--- src/rtl/smc_consts.svh ---
// constants of the sleep mode controller: offsets, fields, encodings, timing
// assumes a 100 MHz core clock and an 8-bit register path from the core
// Operation
// - sleep only with arm bit set on halt
// - interrupt wake: start-up, four stall cycles, handler
// - register file and memory kept across sleep
// - reset in sleep restarts at reset vector
// - droop monitor off in deep sleep, on at wake
// - monitor-off wake takes about 60 us
// - sleep-off bit one disables monitor, reset zero
// - sleep-off bit written only by timed sequence; a plain write of zero clears it
// - mode 000 idle: core and flash clocks stop
// - mode 001 converter noise reduction clock set
// - converter enabled: conversion starts on entry
// - noise reduction mode limited wake sources
// - mode 010 power-down: all generated clocks stop
// - power-down limited wake sources
// - level wake must last through start-up
// - power-down wake waits clock restart time
// - external pins wake deep modes by level only
// - mode 011 power-save keeps timer 2 waking
// - power-save oscillators follow timer 2 clocking
// - prefer power-down when timer 2 idle
// - comparator off in idle if not needed
// - mode 110 standby, oscillator runs, six cycles
// - mode 111 extended standby, six cycle wake
`ifndef SMC_CONSTS_SVH
`define SMC_CONSTS_SVH
`define SMC_ADDR_SLEEP_CTRL 8'h53
`define SMC_ADDR_MCU_CTRL 8'h55
`define SMC_SLEEP_CTRL_RST 4'h0
`define SMC_BROWNOUT_SLEEP_OFF_BIT 6
`define SMC_BODSE_BIT 5
`define SMC_MODE_IDLE 3'h0
`define SMC_MODE_ADC 3'h1
`define SMC_MODE_PDOWN 3'h2
`define SMC_MODE_PSAVE 3'h3
`define SMC_MODE_RSV4 3'h4
`define SMC_MODE_RSV5 3'h5
`define SMC_MODE_STBY 3'h6
`define SMC_MODE_XSTBY 3'h7
`define SMC_CLK_MHZ 100
`define SMC_DROOP_WAKE_US 60
`define SMC_DROOP_WAKE_CYC (`SMC_DROOP_WAKE_US * `SMC_CLK_MHZ)
`define SMC_RESTART_CYC 16
`define SMC_HALT_EXTRA 3'h4
`define SMC_STBY_WAKE 16'h0006
`define SMC_SEQ_WINDOW 3'h4
`endif

--- src/rtl/smc_pkg.sv ---
// types of the sleep mode controller: states and register state records
// assumes smc_consts.svh is on the include path
package smc_pkg;
  typedef enum logic [1:0] {SMC_RUN, SMC_SLEEP, SMC_START, SMC_HALT} smc_state_t;
  typedef enum logic [1:0] {SMC_C_IDLE, SMC_C_SEQ1, SMC_C_SEQ2} smc_cstate_t;
  // clock enables: timer osc, main osc, async, adc, io, flash, core
  typedef logic [6:0] smc_gates_t;
  typedef struct packed {
    smc_state_t state;
    logic [2:0] kind;
    logic arm;
    logic brownout_sleep_off;
    logic [2:0] win;
    logic [2:0] mode;
    logic bod_off;
    logic [15:0] cnt;
    logic irq_pend;
    logic lvl_only;
    logic rst_pend;
    smc_gates_t gates;
    logic droop_en;
    logic adc_start;
    logic irq_take;
    logic resume;
    logic rst_vec;
  } smc_dev_t;
  typedef struct packed {
    smc_cstate_t state;
    logic exec;
    logic wr;
    logic [7:0] addr;
    logic [7:0] wdata;
    logic [7:0] rdata;
    logic [2:0] kind;
  } smc_core_t;
endpackage

--- src/rtl/smc_if.sv ---
// link between the processor core and the sleep mode controller
// assumes both ends share one clock
`timescale 1ns/1ps
interface smc_if;
  logic sleep_exec;
  logic reg_wr;
  logic [7:0] reg_addr;
  logic [7:0] reg_wdata;
  logic [7:0] reg_rdata;
  logic core_stall;
  logic irq_take;
  logic resume;
  logic rst_vec;
  modport dev (input sleep_exec, reg_wr, reg_addr, reg_wdata,
    output reg_rdata, core_stall, irq_take, resume, rst_vec);
  modport core (output sleep_exec, reg_wr, reg_addr, reg_wdata,
    input reg_rdata, core_stall, irq_take, resume, rst_vec);
endinterface

--- src/rtl/smc_device.sv ---
// sleep mode controller: clock gating, wake sources, wake timing, monitor off
// assumes wake and reset inputs already synchronous to core_clk_i
`timescale 1ns/1ps
`include "smc_consts.svh"
module smc_device import smc_pkg::*; #(
  parameter int unsigned RESTART_CYC = `SMC_RESTART_CYC,
  parameter int unsigned DROOP_CYC = `SMC_DROOP_WAKE_CYC
) (
  input wire logic core_clk_i,
  input wire logic resetn_i,
  smc_if.dev bus,
  input wire logic crystal_clk_i,
  input wire logic timer2_en_i,
  input wire logic timer2_async_i,
  input wire logic timer2_sync_i,
  input wire logic [1:0] timer2_irq_mask_i,
  input wire logic timer2_ovf_i,
  input wire logic timer2_cmp_i,
  input wire logic global_irq_en_i,
  input wire logic adc_enabled_i,
  input wire logic adc_done_i,
  input wire logic ext_level_irq_i,
  input wire logic ext_edge_irq_i,
  input wire logic pin_change_i,
  input wire logic twi_match_i,
  input wire logic wdt_irq_i,
  input wire logic spm_ready_i,
  input wire logic other_io_irq_i,
  input wire logic ext_rst_i,
  input wire logic wdt_rst_i,
  input wire logic bor_rst_i,
  output logic core_clk_en_o,
  output logic flash_clk_en_o,
  output logic io_clk_en_o,
  output logic adc_clk_en_o,
  output logic asy_clk_en_o,
  output logic main_osc_en_o,
  output logic timer_osc_en_o,
  output logic droop_monitor_en_o,
  output logic adc_start_o,
  output logic mem_retain_o
);

  smc_dev_t r;
  smc_dev_t next_r;
  logic t2_wake;
  logic common_wake;
  logic any_rst;
  logic wake;
  logic lvl_alone;
  logic [2:0] eff_mode;

  // clock enables for a mode while asleep
  function automatic smc_gates_t sleep_gates(input logic [2:0] m, input logic ta,
                                              input logic ts);
    smc_gates_t g;
    g = 7'h00;
    case (m)
      `SMC_MODE_IDLE: g = {ta, 1'b1, 1'b1, 1'b1, 1'b1, 1'b0, 1'b0};
      `SMC_MODE_ADC: g = {ta, 1'b1, 1'b1, 1'b1, 1'b0, 1'b0, 1'b0};
      `SMC_MODE_PDOWN: g = 7'h00;
      `SMC_MODE_PSAVE: g = {ta, ts, ta, 1'b0, 1'b0, 1'b0, 1'b0};
      `SMC_MODE_STBY: g = {1'b0, 1'b1, 1'b0, 1'b0, 1'b0, 1'b0, 1'b0};
      `SMC_MODE_XSTBY: g = {ta, 1'b1, ta, 1'b0, 1'b0, 1'b0, 1'b0};
      default: g = 7'h7f;
    endcase
    return g;
  endfunction

  // start-up cycles before the halt stretch
  function automatic logic [15:0] start_delay(input logic [2:0] m, input logic off);
    logic [15:0] d;
    d = 16'h0000;
    case (m)
      `SMC_MODE_PDOWN, `SMC_MODE_PSAVE: d = 16'(RESTART_CYC);
      `SMC_MODE_STBY, `SMC_MODE_XSTBY: d = `SMC_STBY_WAKE;
      default: d = 16'h0000;
    endcase
    if (off && d < 16'(DROOP_CYC)) begin
      d = 16'(DROOP_CYC);
    end
    return d;
  endfunction

  // wake source qualification per mode
  always_comb begin
    // timer 2 wake needs mask and global enable
    t2_wake = timer2_en_i && global_irq_en_i &&
              ((timer2_ovf_i && timer2_irq_mask_i[0]) ||
               (timer2_cmp_i && timer2_irq_mask_i[1]));
    // asynchronous sources of the deep modes
    common_wake = ext_level_irq_i || pin_change_i || twi_match_i || wdt_irq_i;
    any_rst = ext_rst_i || wdt_rst_i || bor_rst_i;
    lvl_alone = ext_level_irq_i && !pin_change_i && !twi_match_i && !wdt_irq_i;
    case (r.mode)
      // edge triggered pins wake idle only
      `SMC_MODE_IDLE: wake = common_wake || ext_edge_irq_i || t2_wake || adc_done_i ||
                             spm_ready_i || other_io_irq_i;
      `SMC_MODE_ADC: wake = common_wake || adc_done_i || spm_ready_i ||
                            (t2_wake && timer2_async_i);
      `SMC_MODE_PSAVE, `SMC_MODE_XSTBY: wake = common_wake || t2_wake;
      default: wake = common_wake;
    endcase
  end

  // standby without crystal falls back to the deep mode it extends
  always_comb begin
    eff_mode = r.kind;
    if (!crystal_clk_i && r.kind == `SMC_MODE_STBY) begin
      eff_mode = `SMC_MODE_PDOWN;
    end
    if (!crystal_clk_i && r.kind == `SMC_MODE_XSTBY) begin
      eff_mode = `SMC_MODE_PSAVE;
    end
  end

  // next state of the whole controller
  always_comb begin
    next_r = r;
    next_r.adc_start = 1'b0;
    next_r.irq_take = 1'b0;
    next_r.resume = 1'b0;
    next_r.rst_vec = 1'b0;
    if (r.win != 3'h0) begin
      next_r.win = r.win - 3'h1;
    end
    if (bus.reg_wr && bus.reg_addr == `SMC_ADDR_SLEEP_CTRL) begin
      next_r.kind = bus.reg_wdata[3:1];
      next_r.arm = bus.reg_wdata[0];
    end
    if (bus.reg_wr && bus.reg_addr == `SMC_ADDR_MCU_CTRL) begin
      if (bus.reg_wdata[`SMC_BODSE_BIT] && bus.reg_wdata[`SMC_BROWNOUT_SLEEP_OFF_BIT]) begin
        next_r.win = `SMC_SEQ_WINDOW;
      end else if (r.win != 3'h0 && bus.reg_wdata[`SMC_BROWNOUT_SLEEP_OFF_BIT]) begin
        next_r.brownout_sleep_off = 1'b1;
        next_r.win = 3'h0;
      end else if (!bus.reg_wdata[`SMC_BROWNOUT_SLEEP_OFF_BIT]) begin
        next_r.brownout_sleep_off = 1'b0;
      end
    end
    case (r.state)
      SMC_RUN: begin
        // armed halt enters the selected mode
        if (bus.sleep_exec && r.arm && eff_mode != `SMC_MODE_RSV4 &&
            eff_mode != `SMC_MODE_RSV5) begin
          next_r.state = SMC_SLEEP;
          next_r.mode = eff_mode;
          // monitor off only in the deep modes
          next_r.bod_off = r.brownout_sleep_off && eff_mode != `SMC_MODE_IDLE &&
                           eff_mode != `SMC_MODE_ADC;
          next_r.gates = sleep_gates(eff_mode, timer2_async_i, timer2_sync_i);
          next_r.adc_start = adc_enabled_i && eff_mode == `SMC_MODE_ADC;
          next_r.droop_en = !next_r.bod_off;
        end
      end
      SMC_SLEEP: begin
        if (any_rst || wake) begin
          next_r.state = SMC_START;
          next_r.cnt = start_delay(r.mode, r.bod_off);
          next_r.rst_pend = any_rst;
          next_r.irq_pend = wake;
          next_r.lvl_only = lvl_alone;
          next_r.gates = 7'h7f;
          next_r.droop_en = 1'b1;
        end
      end
      SMC_START: begin
        if (any_rst) begin
          next_r.rst_pend = 1'b1;
        end
        if (r.cnt == 16'h0000) begin
          next_r.state = SMC_HALT;
          next_r.cnt = 16'({13'h0000, `SMC_HALT_EXTRA - 3'h1});
          if (r.lvl_only && !ext_level_irq_i) begin
            next_r.irq_pend = 1'b0;
          end
        end else begin
          next_r.cnt = r.cnt - 16'h0001;
        end
      end
      SMC_HALT: begin
        if (any_rst) begin
          next_r.rst_pend = 1'b1;
        end
        if (r.cnt == 16'h0000) begin
          next_r.state = SMC_RUN;
          next_r.bod_off = 1'b0;
          next_r.rst_vec = r.rst_pend || any_rst;
          next_r.irq_take = r.irq_pend && !(r.rst_pend || any_rst);
          next_r.resume = !(r.rst_pend || any_rst);
          next_r.rst_pend = 1'b0;
          next_r.irq_pend = 1'b0;
        end else begin
          next_r.cnt = r.cnt - 16'h0001;
        end
      end
      default: next_r.state = SMC_RUN;
    endcase
  end

  // state register
  always_ff @(posedge core_clk_i or negedge resetn_i) begin
    if (!resetn_i) begin
      r <= '0;
      r.state <= SMC_RUN;
      r.gates <= 7'h7f;
      r.droop_en <= 1'b1;
    end else begin
      r <= next_r;
    end
  end

  // register read path, unmapped reads give zero
  always_comb begin
    case (bus.reg_addr)
      `SMC_ADDR_SLEEP_CTRL: bus.reg_rdata = {4'h0, r.kind, r.arm};
      `SMC_ADDR_MCU_CTRL: bus.reg_rdata = {1'b0, r.brownout_sleep_off, r.win != 3'h0, 5'h00};
      default: bus.reg_rdata = 8'h00;
    endcase
  end

  // outputs straight from the state record
  assign bus.core_stall = r.state != SMC_RUN;
  assign bus.irq_take = r.irq_take;
  assign bus.resume = r.resume;
  assign bus.rst_vec = r.rst_vec;
  assign {timer_osc_en_o, main_osc_en_o, asy_clk_en_o, adc_clk_en_o, io_clk_en_o,
          flash_clk_en_o, core_clk_en_o} = r.gates;
  assign droop_monitor_en_o = r.droop_en;
  assign adc_start_o = r.adc_start;
  assign mem_retain_o = r.state != SMC_RUN;

endmodule

--- src/flat_wrapper.sv ---
// flat-port wrapper written by rule: the top's interface ports become plain ports
module smc_device_flat import smc_pkg::*;
#(
  parameter int unsigned RESTART_CYC = `SMC_RESTART_CYC,
  parameter int unsigned DROOP_CYC = `SMC_DROOP_WAKE_CYC
)
  (core_clk_i, resetn_i, crystal_clk_i, timer2_en_i, timer2_async_i, timer2_sync_i, timer2_irq_mask_i, timer2_ovf_i, timer2_cmp_i, global_irq_en_i, adc_enabled_i, adc_done_i, ext_level_irq_i, ext_edge_irq_i, pin_change_i, twi_match_i, wdt_irq_i, spm_ready_i, other_io_irq_i, ext_rst_i, wdt_rst_i, bor_rst_i, core_clk_en_o, flash_clk_en_o, io_clk_en_o, adc_clk_en_o, asy_clk_en_o, main_osc_en_o, timer_osc_en_o, droop_monitor_en_o, adc_start_o, mem_retain_o, bus_sleep_exec, bus_reg_wr, bus_reg_addr, bus_reg_wdata, bus_reg_rdata, bus_core_stall, bus_irq_take, bus_resume, bus_rst_vec);
  smc_if bus_i ();
  input wire logic core_clk_i;
  input wire logic resetn_i;
  input wire logic crystal_clk_i;
  input wire logic timer2_en_i;
  input wire logic timer2_async_i;
  input wire logic timer2_sync_i;
  input wire logic [1:0] timer2_irq_mask_i;
  input wire logic timer2_ovf_i;
  input wire logic timer2_cmp_i;
  input wire logic global_irq_en_i;
  input wire logic adc_enabled_i;
  input wire logic adc_done_i;
  input wire logic ext_level_irq_i;
  input wire logic ext_edge_irq_i;
  input wire logic pin_change_i;
  input wire logic twi_match_i;
  input wire logic wdt_irq_i;
  input wire logic spm_ready_i;
  input wire logic other_io_irq_i;
  input wire logic ext_rst_i;
  input wire logic wdt_rst_i;
  input wire logic bor_rst_i;
  output logic core_clk_en_o;
  output logic flash_clk_en_o;
  output logic io_clk_en_o;
  output logic adc_clk_en_o;
  output logic asy_clk_en_o;
  output logic main_osc_en_o;
  output logic timer_osc_en_o;
  output logic droop_monitor_en_o;
  output logic adc_start_o;
  output logic mem_retain_o;
  input wire logic [$bits(bus_i.sleep_exec)-1:0] bus_sleep_exec;
  input wire logic [$bits(bus_i.reg_wr)-1:0] bus_reg_wr;
  input wire logic [$bits(bus_i.reg_addr)-1:0] bus_reg_addr;
  input wire logic [$bits(bus_i.reg_wdata)-1:0] bus_reg_wdata;
  output wire logic [$bits(bus_i.reg_rdata)-1:0] bus_reg_rdata;
  output wire logic [$bits(bus_i.core_stall)-1:0] bus_core_stall;
  output wire logic [$bits(bus_i.irq_take)-1:0] bus_irq_take;
  output wire logic [$bits(bus_i.resume)-1:0] bus_resume;
  output wire logic [$bits(bus_i.rst_vec)-1:0] bus_rst_vec;
  assign bus_i.sleep_exec = bus_sleep_exec;
  assign bus_i.reg_wr = bus_reg_wr;
  assign bus_i.reg_addr = bus_reg_addr;
  assign bus_i.reg_wdata = bus_reg_wdata;
  assign bus_reg_rdata = bus_i.reg_rdata;
  assign bus_core_stall = bus_i.core_stall;
  assign bus_irq_take = bus_i.irq_take;
  assign bus_resume = bus_i.resume;
  assign bus_rst_vec = bus_i.rst_vec;
  smc_device #(.RESTART_CYC(RESTART_CYC), .DROOP_CYC(DROOP_CYC)) u_core (.core_clk_i(core_clk_i), .resetn_i(resetn_i), .bus(bus_i), .crystal_clk_i(crystal_clk_i), .timer2_en_i(timer2_en_i), .timer2_async_i(timer2_async_i), .timer2_sync_i(timer2_sync_i), .timer2_irq_mask_i(timer2_irq_mask_i), .timer2_ovf_i(timer2_ovf_i), .timer2_cmp_i(timer2_cmp_i), .global_irq_en_i(global_irq_en_i), .adc_enabled_i(adc_enabled_i), .adc_done_i(adc_done_i), .ext_level_irq_i(ext_level_irq_i), .ext_edge_irq_i(ext_edge_irq_i), .pin_change_i(pin_change_i), .twi_match_i(twi_match_i), .wdt_irq_i(wdt_irq_i), .spm_ready_i(spm_ready_i), .other_io_irq_i(other_io_irq_i), .ext_rst_i(ext_rst_i), .wdt_rst_i(wdt_rst_i), .bor_rst_i(bor_rst_i), .core_clk_en_o(core_clk_en_o), .flash_clk_en_o(flash_clk_en_o), .io_clk_en_o(io_clk_en_o), .adc_clk_en_o(adc_clk_en_o), .asy_clk_en_o(asy_clk_en_o), .main_osc_en_o(main_osc_en_o), .timer_osc_en_o(timer_osc_en_o), .droop_monitor_en_o(droop_monitor_en_o), .adc_start_o(adc_start_o), .mem_retain_o(mem_retain_o));
endmodule
--- config.mk ---
export PLATFORM = sky130hd
export DESIGN_NAME = smc_device_flat
export DESIGN_NICKNAME = d
export VERILOG_FILES = /design/src/rtl/smc_pkg.sv /design/src/rtl/smc_if.sv /design/src/rtl/smc_device.sv /design/src/flat_wrapper.sv
export VERILOG_INCLUDE_DIRS = /design/src /design/src/rtl
export SDC_FILE = /design/constraint.sdc
export NUM_CORES = 1
export LEC_CHECK = 0
export BUFFER_PORTS_ARGS = -buffer_cell sky130_fd_sc_hd__buf_2
export CAP_MARGIN = 20
export CORE_MARGIN = 8
export CORE_UTILIZATION = 49
export DETAILED_ROUTE_END_ITERATION = 12
export PLACE_DENSITY_LB_ADDON = 0.08
export SYNTH_ARGS = -nofsm -noshare
export SYNTH_HDL_FRONTEND = slang
export SYNTH_SLANG_ARGS = --single-unit
--- constraint.sdc ---
create_clock -name core_clk_i -period 2.2 [get_ports core_clk_i]
set_clock_uncertainty 0.1 [all_clocks]
set_input_delay 0.11 -clock core_clk_i [delete_from_list [all_inputs] [get_ports core_clk_i]]
set_output_delay 0.11 -clock core_clk_i [all_outputs]
set_load 0.05 [all_outputs]
==> flow_summary.json <==
{
  "clock-sinks": 44,
  "slowest_stage": "dfrtp_1",
  "grt-busiest-layer": "met2",
  "grt_usage_pct": 16.6,
  "h-tree-depth": 2,
  "wl_per_cell_um": 15.0,
  "min_period_ps": 2160,
  "final_core_util_pct": 66.0,
  "start_util_pct": 49.6,
  "critical-path-top-delay-family": "simple AND/OR/NAND/NOR gates",
  "synth.yosys.seq_area_share_pct": 41.7,
  "setup_viol": 0,
  "cts-root-buf": "clkbuf_8",
  "clockBufferDepth": 2,
  "instances_no_fill": 447,
  "place_inst": 428,
  "synth_area_per_cell_um2": 9.76,
  "insertion_delay_ps": 300,
  "fmax_mhz": 463,
  "synth_cell_type_count": 62,
  "worstPathArrival_ps": 2250,
  "min_period_over_period_pct": 98.2,
  "worstSetupEndpoint": "u_core.r[44]",
  "dpl_cell_area_um2": 3260,
  "ys_warn_count": 0,
  "vias_per_cell": 5.38,
  "status": "finished, final reports clean",
  "synthFlopType": "dfrtp_1",
  "hold_viol": 0,
  "start_kind": "register",
  "slew_headroom_pct": 64.1,
  "synth_area_leaders": "dfrtp_1 35%, dfstp_2 6.9%, ha_1 4.2%",
  "synth_area_um2": 2660,
  "antenna_found_initial": 0,
  "fin_nets": 424,
  "cts_buffers": 5,
  "path_cells": "ha_1, buf_4, or2_2, nand2_1, buf_4, and3_4, mux2_1",
  "ys_ff_latch": 44,
  "clk_transition_reported_paths_ps": 90,
  "critPathCaptureType": "register",
  "grt_max_degree": 45,
  "dieArea_um2": 8050,
  "route.detailed.drc": 0,
  "grt_util_met3_pct": 4.16,
  "fin_hold_ws_ps": 12.9,
  "path_class": "register to register",
  "synthToLayoutAreaGrowth_pct": 33.1,
  "power.total_uw": 4660,
  "core_um2": 5370,
  "cts_tree": "done",
  "drv_cap": 0,
  "synth_cells": 273,
  "synth_top_area_share_pct": 34.8,
  "final_cell_area_um2": 3540,
  "drtIter0Drc": 69,
  "die_width_um": 89.7,
  "ios": 63,
  "antenna_cells": 0,
  "port_buffers": 58,
  "grt_pass1_vias": 2534,
  "startpoint": "u_core.r[43]",
  "drt.antenna.violating_nets": 0,
  "grt-ovfl-total": 0,
  "hpwl_mm": 5.05,
  "final_layout_size_suffix_gt1_share_pct": 37.9,
  "r2r_start": "u_core.r[43]",
  "seqCellArea_um2": 1110,
  "grt_pass1_wl_mm": 11.3,
  "worstMarginPinSlew_ps": 535,
  "place_congestion": 0.806,
  "fillers": 442,
  "drv_slew": 0,
  "cpPeakStageDelay_ps": 430,
  "die_h_um": 89.7,
  "cp_num_buf_inv": 2,
  "rrSetupSlack_ps": 40,
  "met2_usage_pct": 30.9,
  "reg2reg_depth": 7,
  "leakage_uw": 0.00169,
  "vdd_drop_max_mv": 0.537,
  "required_ps": 2290,
  "async_flop_share_pct": 100,
  "yosysTopAreaCell": "dfrtp_1",
  "hold_path_class": "primary input to register",
  "rsz0062_at_grt": "yes",
  "firstDrtPassIters": 4,
  "postRouteWirelength_mm": 6.73,
  "r2r_end": "u_core.r[44]",
  "critPathMaxFanout": 6,
  "use_met1_pct": 18.0,
  "cp.depth": 7,
  "via_count": 2405,
  "multi_input_area_um2": 1490,
  "synth_edf_count": 0,
  "p_per_area_nw_per_um2": 1310,
  "cpMostUsedCell": "buf_4",
  "rows": 27
}
kinds of logic after synthesis:
family,Yosys count,share of synthesized area [%]
simple gates,109,22.8
compound gates,72,21.4
flops,44,41.7
buf+inv,25,4.46
mux,12,4.93
fa+ha+maj,9,4.23
other cells,1,0.141
xor+xnor,1,0.329
registers in the layout (all words and copies together), names as in the netlist:
register                   cells
u_core.adc_clk_en_o            1
u_core.adc_start_o             1
u_core.asy_clk_en_o            1
u_core.bus.irq_take            1
u_core.bus.resume              1
u_core.bus.rst_vec             1
u_core.droop_monitor_en_o      1
u_core.flash_clk_en_o          1
u_core.io_clk_en_o             1
u_core.main_osc_en_o           1
u_core.r                      33
u_core.timer_osc_en_o          1
worst min path at each step:
stage,start,end,slack [ps],cells after the start
floorplan,resetn_i,u_core.adc_start_o,-290,0
detailed placement,resetn_i,u_core.bus.rst_vec,10,2
global placement,resetn_i,u_core.r[17],8,2
CTS,twi_match_i,u_core.r[13],20,4
global route,wdt_irq_i,u_core.r[13],30,4
finish,twi_match_i,u_core.r[13],10,4
cell usage in the layout, fill, tap and decap left out, types with 3 or more instances in the layout:
cell and instances:
inv_1 14, nor3_1 9, and2_1 7, ha_1 9
clkbuf_8 6, o32a_1 5, nor4_2 3, o21ai_1 7
nor2_1 19, nand2b_1 4, mux2_2 7, buf_2 58
buf_4 33, o21ai_0 16, a21oi_1 9, dlygate4sd3_1 10
mux2i_1 3, or2_2 3, nor4_1 4, nand2_1 29
dfrtp_1 36, or3_1 3, a22o_1 11, dfstp_2 7
synthesized netlist by cell type (all sizes together) (2+ instances only):
library cell,instances
o22a,2
nor3b,2
nor3,11
nor2b,2
or2,4
clkbuf,4
mux2,9
nor4,8
or3,5
and3,2
o31ai,3
inv,14
nand2,31
dfrtp,37
o32ai,2
buf,7
nor2,21
nand3,2
nor4b,2
a21oi,9
nand2b,4
mux2i,3
o32a,5
and2,8
nand4,3
a22o,11
ha,9
a21o,3
a2111oi,2
o21ai,24
dfstp,7
final cells by class:
| cell class | count | share of cell area, % |
|---|---|---|
| Multi-Input combinational cell | 205 | 42.0 |
| Sequential cell | 44 | 31.3 |
| Timing Repair Buffer | 104 | 19.2 |
| Tap cell | 72 | 2.54 |
| Clock buffer | 6 | 2.33 |
| Inverter | 14 | 1.48 |
| Clock inverter | 2 | 1.09 |
what timing repair did:
action,CTS,global route
endpoints found under the setup margin,10,14
gates cloned,0,0
resized for setup,4,9
hold endpoints to repair,53,0
pin swaps,1,6
buffers inserted,0,1
hold buffers,10,0
worst register-to-register path: stages, from the launching register on:
cell and delay, ps:
dfrtp_1 430, ha_1 240, buf_4 170, or2_2 350, nand2_1 140, buf_4 130
and3_4 180, mux2_1 310
stage by stage:
stage                     setup slack [ps]  TNS, ps
after detailed placement             -85.5     -400
after floorplan                       51.8        0
final                                 39.9        0
after global placement               -33.9     -101
after CTS                             13.0        0
after global routing                 -27.0    -73.7
power by group:
group	internal, uW	switching, uW	total [uW]
registers	1070	168	1230
clock network	372	287	658
logic	1190	1570	2760
layer usage:
layer  wire length (um)  up-vias
met5                  0        -
met4                 66        0
met3                291        6
met2               3540       55
met1               2830     1157
li1                   -     1187
(Power assumes the default switching activity.)
